### src/inc/bod_pkg.sv
package bod_pkg;

  localparam int ADDR_W = 24;
  localparam logic [1:0] REG_RAM = 2'h0;
  localparam logic [1:0] REG_ROM = 2'h1;
  localparam logic [1:0] REG_SER = 2'h2;
  localparam logic [1:0] REG_FLP = 2'h3;
  // Overlay RAM window base; region one with A21 set
  localparam logic [23:0] OVL_RAM_BASE = 24'h60_0000;
  localparam logic [23:0] ROM_BASE = 24'h40_0000;
  localparam logic [23:0] ROM_CLR_LO = 24'h40_0000;
  localparam logic [23:0] ROM_CLR_HI = 24'h5F_FFFF;
  localparam logic [23:0] IO_LO = 24'h50_0000;
  localparam logic [23:0] IO_HI = 24'hFF_FFFF;
  localparam logic [23:0] VEC_HI = 24'h00_00FF;
  // Top RAM row offset for systems with more than 2MB
  localparam logic [23:0] TOP_ROW_OFS = 24'h20_0000;
  // Scheduler pattern: three processor slots per video slot
  localparam logic [1:0] CPU_PER_VID = 2'h3;
  localparam logic [1:0] VID_WORDS = 2'h2;
  localparam logic OVL_RESET = 1'b1;

  // Device select vector, exactly one hot while a cycle runs
  typedef struct packed {
    logic ram;
    logic rom;
    logic scsi;
    logic serial_comm_controller;
    logic floppy_disk_controller;
    logic iface_adapter;
  } bod_sel_t;

  // Processor request
  typedef struct packed {
    logic valid;
    logic [23:0] addr;
  } bod_req_t;

  // RAM arbiter owner
  typedef enum logic [1:0] {
    OWN_CPU = 2'b00,
    OWN_VID = 2'b01,
    OWN_SND = 2'b10
  } bod_own_t;

endpackage : bod_pkg

### src/verilog/bod_decoder.sv
`timescale 1ns/10ps
// Board address decoder with boot overlay and RAM scheduling
module bod_decoder
  import bod_pkg::*;
#(
  parameter int RAM_ROW_W = 21
)
(
  // Clock and reset
  input wire logic sys_clk,
  input wire logic rst,
  // Processor request
  input bod_pkg::bod_req_t cpu_req,
  // Configuration strap: more than 2MB fitted
  input wire logic ram_big,
  // Scan timing
  input wire logic line_active,
  input wire logic line_start,
  // Selects and RAM address
  output bod_pkg::bod_sel_t dev_sel,
  output logic [23:0] ram_addr,
  output logic cpu_ready,
  output logic overlay,
  output logic io_region,
  // RAM slot status
  output bod_pkg::bod_own_t ram_owner,
  output logic vid_word_strobe,
  output logic snd_fetch
);
  import bod_pkg::*;

  logic ovl_reg, ovl_next;
  logic [23:0] ram_addr_reg, ram_addr_next;
  wire [23:0] a = cpu_req.addr;
  wire [1:0] region = a[23:22];
  wire in_rom_rgn = cpu_req.valid && (a >= ROM_CLR_LO) && (a <= ROM_CLR_HI);
  // Low half of ROM region is ROM, upper half SCSI; A21 splits them
  wire rom_hit_norm = (region == REG_ROM) && !a[21];
  wire scsi_hit = (region == REG_ROM) && a[21];
  wire rom_hit_ovl = ovl_reg && (region == REG_RAM);
  wire ovl_ram_hit = ovl_reg && (region == REG_ROM) && a[21];
  wire ram_norm = !ovl_reg && (region == REG_RAM);
  wire ram_hit = ram_norm || ovl_ram_hit;
  wire rom_hit = rom_hit_norm || rom_hit_ovl;
  wire sel_ok;
  wire sched_grant;

  // Overlay window: RAM at 600000 when active; it shadows SCSI slot there
  assign io_region = cpu_req.valid &&
                     (a >= IO_LO) && (a <= IO_HI);

  // One-hot select; overlay RAM window takes priority over SCSI
  always_comb begin
    dev_sel = '0;
    if (cpu_req.valid) begin
      if (rom_hit) dev_sel.rom = 1'b1;
      else if (ram_hit) dev_sel.ram = 1'b1;
      else if (scsi_hit) dev_sel.scsi = 1'b1;
      else if (region == REG_SER) dev_sel.serial_comm_controller = 1'b1;
      else if (a[21]) dev_sel.iface_adapter = 1'b1;
      else dev_sel.floppy_disk_controller = 1'b1;
    end
  end
  assign sel_ok = dev_sel.ram || dev_sel.rom || dev_sel.scsi ||
                  dev_sel.serial_comm_controller ||
                  dev_sel.floppy_disk_controller || dev_sel.iface_adapter;

  // RAM address: overlay window maps to the top row when memory is large
  always_comb begin
    ram_addr_next = ram_addr_reg;
    if (dev_sel.ram) begin
      if (ovl_ram_hit && ram_big)
        ram_addr_next = TOP_ROW_OFS | (a & ((24'h00_0001 << RAM_ROW_W)
                        - 24'h00_0001));
      else if (ovl_ram_hit)
        ram_addr_next = a - OVL_RAM_BASE;
      else
        ram_addr_next = a;
    end
  end

  // Overlay clears on first access into ROM span 400000-5FFFFF; SCSI span leaves it set
  assign ovl_next = in_rom_rgn ? 1'b0 : ovl_reg;

  always_ff @(posedge sys_clk) begin
    if (rst) begin
      ovl_reg <= OVL_RESET;
      ram_addr_reg <= 24'h00_0000;
    end else begin
      ovl_reg <= ovl_next;
      ram_addr_reg <= ram_addr_next;
    end
  end

  // Slot scheduler for shared RAM
  bod_ram_sched u_sched (
    .sys_clk(sys_clk),
    .rst(rst),
    .line_active(line_active),
    .line_start(line_start),
    .cpu_ram_req(dev_sel.ram),
    .cpu_grant(sched_grant),
    .owner(ram_owner),
    .vid_word_strobe(vid_word_strobe),
    .snd_fetch(snd_fetch)
  );

  // ROM and I/O never wait for video; RAM waits on its slot
  assign cpu_ready = sel_ok && (!dev_sel.ram || sched_grant);
  assign overlay = ovl_reg;
  assign ram_addr = ram_addr_reg;

endmodule : bod_decoder

### src/verilog/bod_ram_sched.sv
`timescale 1ns/10ps
// RAM slot scheduler between processor, video and sound/disk-speed fetch
module bod_ram_sched
  import bod_pkg::*;
(
  // Clock and reset
  input wire logic sys_clk,
  input wire logic rst,
  // Scan timing from video logic
  input wire logic line_active,
  input wire logic line_start,
  // Processor RAM demand
  input wire logic cpu_ram_req,
  // Grants
  output logic cpu_grant,
  output bod_pkg::bod_own_t owner,
  output logic vid_word_strobe,
  output logic snd_fetch
);
  import bod_pkg::*;

  typedef enum logic [1:0] {
    ST_IDLE = 2'b00,
    ST_SND = 2'b01,
    ST_VID = 2'b10
  } bod_sst_t;

  bod_sst_t state_reg, state_next;
  logic [1:0] cpu_cnt_reg, cpu_cnt_next;
  logic [1:0] word_reg, word_next;
  logic snd_pend_reg, snd_pend_next;

  // Slot sequencing
  always_comb begin
    state_next = state_reg;
    cpu_cnt_next = cpu_cnt_reg;
    word_next = word_reg;
    snd_pend_next = snd_pend_reg | line_start;
    case (state_reg)
      ST_IDLE: begin
        if (snd_pend_reg) begin
          state_next = ST_SND;
          snd_pend_next = line_start;
        // Idle cycles counted 0..2 give three processor slots per video slot
        end else if (line_active && cpu_cnt_reg == CPU_PER_VID - 2'h1) begin
          state_next = ST_VID;
          word_next = 2'h0;
        end else if (line_active) begin
          cpu_cnt_next = cpu_cnt_reg + 2'h1;
        end
      end
      ST_SND: state_next = ST_IDLE;
      ST_VID: begin
        word_next = word_reg + 2'h1;
        if (word_reg == VID_WORDS - 2'h1) begin
          state_next = ST_IDLE;
          cpu_cnt_next = 2'h0;
        end
      end
      default: state_next = ST_IDLE;
    endcase
  end

  always_ff @(posedge sys_clk) begin
    if (rst) begin
      state_reg <= ST_IDLE;
      cpu_cnt_reg <= 2'h0;
      word_reg <= 2'h0;
      snd_pend_reg <= 1'b0;
    end else begin
      state_reg <= state_next;
      cpu_cnt_reg <= cpu_cnt_next;
      word_reg <= word_next;
      snd_pend_reg <= snd_pend_next;
    end
  end

  // Processor owns RAM whenever no other slot runs
  assign owner = (state_reg == ST_VID) ? OWN_VID :
                 (state_reg == ST_SND) ? OWN_SND : OWN_CPU;
  assign cpu_grant = cpu_ram_req && (state_reg == ST_IDLE);
  assign vid_word_strobe = (state_reg == ST_VID);
  assign snd_fetch = (state_reg == ST_SND);

endmodule : bod_ram_sched
### config.mk
export PLATFORM = sky130hd
export DESIGN_NAME = bod_decoder
export DESIGN_NICKNAME = d
export VERILOG_FILES = /design/src/inc/bod_pkg.sv /design/src/verilog/bod_decoder.sv /design/src/verilog/bod_ram_sched.sv
export SDC_FILE = /design/constraint.sdc
export NUM_CORES = 1
export LEC_CHECK = 0
export BUFFER_PORTS_ARGS = -buffer_cell sky130_fd_sc_hd__buf_2
export CORE_ASPECT_RATIO = 1.25
export CORE_MARGIN = 5
export CORE_UTILIZATION = 47
export CTS_CLUSTER_DIAMETER = 200
export DETAILED_ROUTE_END_ITERATION = 10
export GPL_TIMING_DRIVEN = 0
export PLACE_DENSITY = 0.78
export SETUP_SLACK_MARGIN = 0.02
export SYNTH_ARGS = -nofsm -noshare
export SYNTH_HDL_FRONTEND = slang
export SYNTH_HIERARCHICAL = 1
export SYNTH_SLANG_ARGS = --single-unit
### constraint.sdc
create_clock -name sys_clk -period 1.55 [get_ports sys_clk]
set_input_delay 0.0775 -clock sys_clk [delete_from_list [all_inputs] [get_ports sys_clk]]
set_output_delay 0.0775 -clock sys_clk [all_outputs]
set_load 0.01 [all_outputs]
### Word level (Yosys, flattened, before mapping)

Index checks and enable logic that the tools add are counted.

| word-level totals | value |
|---|---|
| output and inout port bits | 37 |
| register bits after elaboration | 32 |
| word-level logic and storage cells | 86 |
| input port bits | 30 |

| cells by class | value |
|---|---|
| mux-type cells | 29 |
| $add $sub $neg | 3 |
| equality and inequality tests | 12 |
| bitwise operators | 1 |
| magnitude comparators | 4 |
| reduce and logical (&&, ||, !) cells | 31 |

Operators with widths:

| kind | count |
|---|---|
| $ge A24 B23 Y1 const B | 2 |
| $mux W24 | 2 |
| $le A24 B23 Y1 const B | 1 |
| $le A24 B24 Y1 const B | 1 |
| $sub A24 B23 Y24 const B | 1 |
| $mux W2 | 11 |
| $logic_and A1 B1 Y1 | 14 |
| $pmux W2 S2 | 3 |
| $mux W1 | 9 |
| $logic_or A1 B1 Y1 | 8 |
| $mux W4 | 2 |
| $eq A2 B1 Y1 const B | 3 |
| $eq A2 B2 Y1 const B | 3 |
| $mux W6 | 1 |
| $ne A2 B2 Y1 const B | 3 |
| $reduce_and A5 Y1 | 1 |
| $add A2 B1 Y2 const B | 2 |
| $logic_not A2 Y1 | 2 |
| $ne A2 B1 Y1 const B | 2 |
| $logic_not A1 Y1 | 3 |
| $mux W3 | 1 |
| $ne A3 B1 Y1 const B | 1 |
| $reduce_and A3 Y1 | 1 |
| $reduce_and A2 Y1 | 1 |
| 2 further kinds | 2 |

### Depth between registers and ports, before layout

Gate-level depths: netlist (run 1).

| logic depth | value |
|---|---|
| depth in word-level cells | 13 |
| depth in mapped cells | 8 |
| depth with buffers taken out | 5 |

### Hierarchy

The synthesis (run 1) kept the hierarchy.

By module, submodules not included:

| module | cells an instance | seq. area each (µm²) | area an instance (µm²) | times used |
|---|---|---|---|---|
| bod_decoder | 130 | 500.5 | 1268.7 | 1 |
| bod_ram_sched | 40 | 140.1 | 365.4 | 1 |

### Worst setup path before layout (run 1)

No wires, ideal clock.

| timing | value |
|---|---|
| path kind | flip-flop to output port |
| from | register ovl_reg, in the netlist overlay |
| to | output cpu_ready |
| path buffers | 2 |
| stages on the path, launching flop included | 8 |
| arrival | 1.473 ns |
| slack | 0.000 ns |
| required time | 1.472 ns |
| cell sequence | dfxtp_1 -> and3_1 -> o21a_1 -> buf_6 -> buf_8 -> nor3b_1 -> inv_1 -> a21boi_1 |

RTL lines:

| what | RTL line | source |
|---|---|---|
| from (decl) | bod_decoder.sv:32 | `logic ovl_reg, ovl_next;` |
| from (signal assigned) | bod_decoder.sv:90 | `ovl_reg <= ovl_next;` |
| to (decl) | bod_decoder.sv:22 | `output logic cpu_ready,` |

### Worst setup path in the final report (run 1)

| timing | value |
|---|---|
| from | register ovl_reg, in the netlist overlay |
| to | output cpu_ready |

| between the ends | value |
|---|---|
| elaborated cells on any way between the ends | 22 |
| those cells by class | mux: 6; reduce/logical: 16 |

RTL lines:

| what | RTL line | source |
|---|---|---|
| $logic_not A1 Y1 or $logic_and A1 B1 Y1 (tied branches) | bod_decoder.sv:42, bod_decoder.sv:41 |  |
| $logic_and A1 B1 Y1 (on tied branches) | bod_decoder.sv:42, bod_decoder.sv:41 |  |
| $logic_or A1 B1 Y1 | bod_decoder.sv:43 | `wire ram_hit = ram_norm \|\| ovl_ram_hit;` |
| $mux W1 | bod_decoder.sv:57 | `else if (ram_hit) dev_sel.ram = 1'b1;` |
| $mux W1 (*) | bod_decoder.sv:56 | `if (rom_hit) dev_sel.rom = 1'b1;` |
| $mux W6 (*) | bod_decoder.sv:55 | `if (cpu_req.valid) begin` |
| $logic_and A1 B1 Y1 (*) | bod_ram_sched.sv:81 | `assign cpu_grant = cpu_ram_req && (state_reg == ST_IDLE);` |
| via sched_grant | bod_decoder.sv:46 | `wire sched_grant;` |
| $logic_or A1 B1 Y1 (*) | bod_decoder.sv:109 | `assign cpu_ready = sel_ok && (!dev_sel.ram \|\| sched_grant);` |
| $logic_and A1 B1 Y1 (*) | bod_decoder.sv:109 |  |

The timed path passes the listed nets; every way through them passes the cells marked *.

==> results of run 1 <==
synthesized netlist by cell type (all sizes together), types with 2 or more instances:
library cell   n  area share
o21a           3       0.014
or4bb          2       0.014
mux2           2       0.014
nand2          4      0.0092
nand3b         2      0.0092
o21ai          2      0.0061
a21oi          3      0.0092
ha             3       0.023
o32ai          2       0.011
nand2b        47        0.18
mux2i         22        0.13
nor3b          5       0.023
clkbuf         6       0.014
dfxtp         32        0.39
nor2           8       0.018
buf            6       0.044
inv            6       0.014
nor2b          2      0.0077
kinds of logic after synthesis:
| logic type | after synthesis | share of synthesized area |
|---|---|---|
| compound gates | 14 | 0.0582 |
| fa+ha+maj | 3 | 0.0230 |
| buf+inv | 18 | 0.0720 |
| flops | 32 | 0.392 |
| mux | 24 | 0.149 |
| simple gates | 79 | 0.306 |
area by class of cell:
type / count / area (um2)
fillers: 310 / 1290
multi-input cells: 120 / 907
flip-flops and latches: 32 / 646
repair buffers: 68 / 364
clock buffers: 6 / 72.6
plain buffers: 10 / 68.8
well taps: 39 / 48.8
inverters: 6 / 22.5
clock inverters: 1 / 5.00
how the worst max path moves through the flow:
stage | start | end | slack, ns | depth (start not counted)
CTS | overlay | cpu_ready | -0.06 | 7
global route | overlay | cpu_ready | -0.05 | 6
global placement | overlay | cpu_ready | -0.005 | 8
finish | overlay | cpu_ready | 0.05 | 6
floorplan | overlay | cpu_ready | 0.08 | 7
detailed placement | overlay | cpu_ready | -0.01 | 8
power groups by stage:
stage	clock network (mW)	logic [mW]	registers, mW
finish	0.583	0.248	0.866
global route	0.633	0.276	0.870
CTS	0.600	0.250	0.865
detailed placement	0	0.243	0.885
global placement	0	0.239	0.884
floorplan	0	0.141	0.890
through the flow:
step / hold slack (ns) / TNS [ns] / worst slack [ns] / instance area (um2) / instances
4_1_cts: 0.0327 / -0.0603 / -0.0603 / 2130 / 283
3_3_place_gp: 0.323 / -0.00475 / -0.00475 / 2010 / 274
2_1_floorplan: 0.205 / 0 / 0.0807 / 1640 / 170
3_5_place_dp: 0.326 / -0.0137 / -0.0137 / 2010 / 274
5_1_grt: 0.0413 / -0.0503 / -0.0503 / 2130 / 282
6_report: 0.0358 / 0 / 0.0516 / 2130 / 282
worst max-delay path, cell delays in order (launching register included):
cell and delay (ns):
dfxtp_4 0.37, and3_4 0.18, o21a_4 0.14, nor3b_4 0.17, inv_1 0.06, a21boi_1 0.10, buf_2 0.14
layer usage:
| metal | vias to the layer above | wire, um | share of wire |
|---|---|---|---|
| li1 | 713 | - | - |
| met2 | 36 | 1970 | 0.54 |
| met1 | 647 | 1440 | 0.39 |
| met5 | - | 0 | 0 |
| met4 | 0 | 21 | 0.0058 |
| met3 | 2 | 223 | 0.061 |
what timing repair did:
item	4_1_cts	5_1_grt
buffers inserted	3	0
pin swaps	2	2
setup endpoints to repair	1	12
hold buffers	0	0
resized for setup	5	6
hold endpoints to repair	0	0
==> impl_metrics.json, run 1 <==
{
  "synth_flop_cell": "dfxtp_1",
  "timing.final.crit_share": 0.967,
  "finalCoreUtilization": 0.624,
  "min_to": "u_sched/snd_pend_reg",
  "hold_depth": 3,
  "grt_max_degree": 15,
  "antenna_left": 0,
  "fmax_mhz": 667,
  "largest_register_ff_count": 24,
  "use_met2": 0.293,
  "worstSetupPathType": "reg2out",
  "wl_per_cell_um": 12.9,
  "htree_levels": 2,
  "clock_latency_ns": 0.28,
  "via_count": 1398,
  "r2r_cells": 4,
  "routed_wl_mm": 3.65,
  "die_area_um2": 4760,
  "clk_path_buf_depth": 2,
  "netlist_area_um2": 1630,
  "p_int_mw": 1.29,
  "fin_skew_ns": 0.00387,
  "clk_pin_slew_worst_paths_ns": 0.06,
  "die_x_um": 62.7,
  "hold_start": "line_start",
  "reg2reg_slack_ns": 0.18,
  "max_slew_margin": 0.723,
  "syn_nets": 203,
  "required_ns": 1.47,
  "place_hpwl_mm": 2.76,
  "die_h_um": 75.9,
  "cts_tree": "done",
  "vdd_ir_drop_max_mv": 0.598,
  "ys_ff_latch": 32,
  "r2r-end": "u_sched/cpu_cnt_reg[0]",
  "worst-path-max-fanout": 4,
  "clock_sinks": 32,
  "grt_pass1_wl_mm": 6.27,
  "io_buffers": 65,
  "drt_pass1_iterations": 5,
  "hold_violations": 0,
  "worst_slew_pin_slew_ns": 0.416,
  "start_util": 0.477,
  "postSynthAreaPerCell_um2": 9.61,
  "drt_iter0_markers": 84,
  "clkPwrFrac": 0.344,
  "power_leakage_nw": 0.952,
  "hp-class": "in2reg",
  "coreArea_um2": 3420,
  "regToRegStartpoint": "u_sched/cpu_cnt_reg[0]",
  "syn_to_final_growth_pct": 30.6,
  "setup_violations": 0,
  "power_density_nw_per_um2": 795,
  "mostFrequentLayoutCell": "buf_2",
  "diodes": 0,
  "layout_common_cells": "65 x buf_2, 47 x nand2b_1, 30 x dfxtp_1",
  "top_usage_layer": "met2",
  "gr-total-overflow": 0,
  "gr-usage-met3": 0.0547,
  "pwr-share-seq": 0.510,
  "crit_arrival_ns": 1.42,
  "via_per_inst": 4.96,
  "drc": 0,
  "status": "completed",
  "seq_area_frac_synth": 0.392,
  "async_flop_share": 0,
  "drive_above_1_share": 0.358,
  "synth_edf_count": 0,
  "grt_pass1_vias": 1412,
  "swShare": 0.242,
  "cap_violations": 0,
  "cts_root_buf": "clkbuf_8",
  "rsz0062_at_grt": "yes",
  "p_switching_mw": 0.411,
  "gp_congestion": 0.745,
  "ys_warn_count": 6,
  "end_kind": "output port",
  "power_frac_comb": 0.146,
  "slew_violations": 0,
  "period_needed_ns": 1.50,
  "worstSetupStartpointType": "flop",
  "synth.distinct_cells": 34,
  "antenna_found_initial": 0,
  "row_count": 24,
  "numCtsBuffers": 5,
  "grt_usage": 0.161,
  "ioPinCount": 67,
  "fin_total_pwr_mw": 1.70,
  "netlist_instances": 170,
  "final_nets": 276,
  "grtUsageMet1": 0.170
}
No activity file was read; power rests on OpenSTA's default activity.
==> inputs of run 2 (changes only) <==
--- a/config.mk
+++ b/config.mk
@@ -6,7 +6,7 @@
 export NUM_CORES = 1
 export LEC_CHECK = 0
 export BUFFER_PORTS_ARGS = -buffer_cell sky130_fd_sc_hd__buf_2
-export CORE_ASPECT_RATIO = 1.25
+export CORE_ASPECT_RATIO = 1.4
 export CORE_MARGIN = 5
 export CORE_UTILIZATION = 47
 export CTS_CLUSTER_DIAMETER = 200
==> impl_metrics.json, run 2 (synthesis results as in run 1) <==
{
  "grt_pass1_wl_mm": 5.91,
  "power_leakage_nw": 0.955,
  "start_util": 0.484,
  "largest_register_ff_count": 24,
  "die_area_um2": 4770,
  "hold_violations": 0,
  "coreArea_um2": 3380,
  "timing.final.crit_share": 0.998,
  "gr-total-overflow": 0,
  "finalNonFillerCells": 284,
  "finish.instance_area_um2": 2130,
  "worst_slew_pin_slew_ns": 0.384,
  "mostFrequentLayoutCell": "buf_2",
  "cts_tree": "done",
  "worst-path-max-fanout": 4,
  "max_slew_margin": 0.744,
  "ioPinCount": 67,
  "required_ns": 1.47,
  "numCtsBuffers": 5,
  "routed_wl_mm": 3.65,
  "clock_latency_ns": 0.27,
  "postPlaceCellArea_um2": 2010,
  "via_count": 1421,
  "worst_path_max_delay_cell": "dfxtp_4",
  "dp_cells": 275,
  "grt_max_degree": 11,
  "period_needed_ns": 1.55,
  "rsz0062_at_grt": "yes",
  "use_met2": 0.267,
  "cap_violations": 0,
  "slowest_delay_ns": 0.36,
  "drt_iter0_markers": 31,
  "grt_pass1_vias": 1376,
  "vdd_ir_drop_max_mv": 0.747,
  "clock_sinks": 32,
  "htree_levels": 2,
  "top_usage_layer": "met2",
  "antenna_left": 0,
  "layout_common_cells": "65 x buf_2, 47 x nand2b_1, 31 x dfxtp_1",
  "row_count": 25,
  "die_x_um": 59.8,
  "setup_violations": 0,
  "fmax_mhz": 646,
  "place_hpwl_mm": 2.72,
  "fin_total_pwr_mw": 1.69,
  "power_density_nw_per_um2": 794,
  "worst-path-buf-inv": 2,
  "r2r_cells": 6,
  "gp_congestion": 0.738,
  "cp.depth": 6,
  "status": "completed",
  "fin_skew_ns": 0.00429,
  "grtUsageMet1": 0.182,
  "end_kind": "output port",
  "antenna_found_initial": 0,
  "grt_usage": 0.160,
  "worstSetupPathType": "reg2out",
  "diodes": 0,
  "final_nets": 277,
  "crit_arrival_ns": 1.47,
  "syn_to_final_growth_pct": 30.3,
  "worstSetupStartpointType": "flop",
  "clk_path_buf_depth": 2,
  "wl_per_cell_um": 12.8,
  "clk_pin_slew_worst_paths_ns": 0.06,
  "drc": 0,
  "slew_violations": 0,
  "crit_chain": "and3_4 > o21a_1 > nor3b_4 > inv_1 > a21boi_2 > buf_2",
  "gr-usage-met3": 0.0469,
  "drive_above_1_share": 0.357,
  "via_per_inst": 5.00,
  "die_h_um": 79.8,
  "cts_hold_buf": 0,
  "drt_pass1_iterations": 4,
  "hold_depth": 3,
  "hp-class": "in2reg",
  "io_buffers": 65,
  "cts_root_buf": "clkbuf_8",
  "critPathTopFamily": "flip-flops"
}
==> run 2: area by class of cell <==
class	instances	area, um2
multi-input combinational	120	898
buffer	10	68.8
sequential	32	644
inverter	6	22.5
clock buffer	6	72.6
fill	314	1250
tap	40	50.0
clock inverter	1	5.00
timing repair buffer	69	368
==> run 2: power by group <==
group | leakage (nW) | total (mW) | internal, mW | switching, mW
Combinational | 0.654 | 0.247 | 0.134 | 0.114
Clock | 0.0410 | 0.577 | 0.304 | 0.272
Sequential | 0.260 | 0.866 | 0.848 | 0.0180
Total | 0.955 | 1.69 | 1.29 | 0.404
==> run 2: timing repair <==
action	CTS	global route
gates resized for setup	6	5
pin swaps	1	2
setup endpoints to repair	2	11
buffers inserted	4	0
gates cloned	0	0
==> run 2: through the flow <==
step / worst slack, ns / hold WS [ns] / TNS (ns) / util
final: 0.00261 / 0.0428 / 0 / 0.630
after CTS: -0.0621 / 0.0391 / -0.0621 / 0.630
after global placement: -0.0194 / 0.313 / -0.0194 / 0.595
after floorplan: 0.0807 / 0.205 / 0 / -
after detailed placement: -0.0443 / 0.333 / -0.0443 / 0.595
after global routing: -0.122 / 0.0446 / -0.122 / 0.630
==> run 2: routing by layer <==
layer | vias up | wire length (um)
li1 | 714 | -
met1 | 663 | 1440
met2 | 38 | 1910
met3 | 6 | 257
met4 | 0 | 48
met5 | - | 0
==> run 2: worst reg2reg max path, stage by stage (launching register included) <==
cell	delay, ns
dfxtp_4	0.36
and3_4	0.18
o21a_1	0.15
buf_4	0.16
buf_12	0.15
buf_12	0.15
mux2i_1	0.19
==> run 2: worst paths after layout <==
path	start	endpoint	slack [ns]
max	overlay	cpu_ready	0.003
min	line_start	u_sched/snd_pend_reg	0.04
max reg2reg	overlay	ram_addr[3]	0.14
min reg2reg	ram_addr[7]	ram_addr[7]	0.47
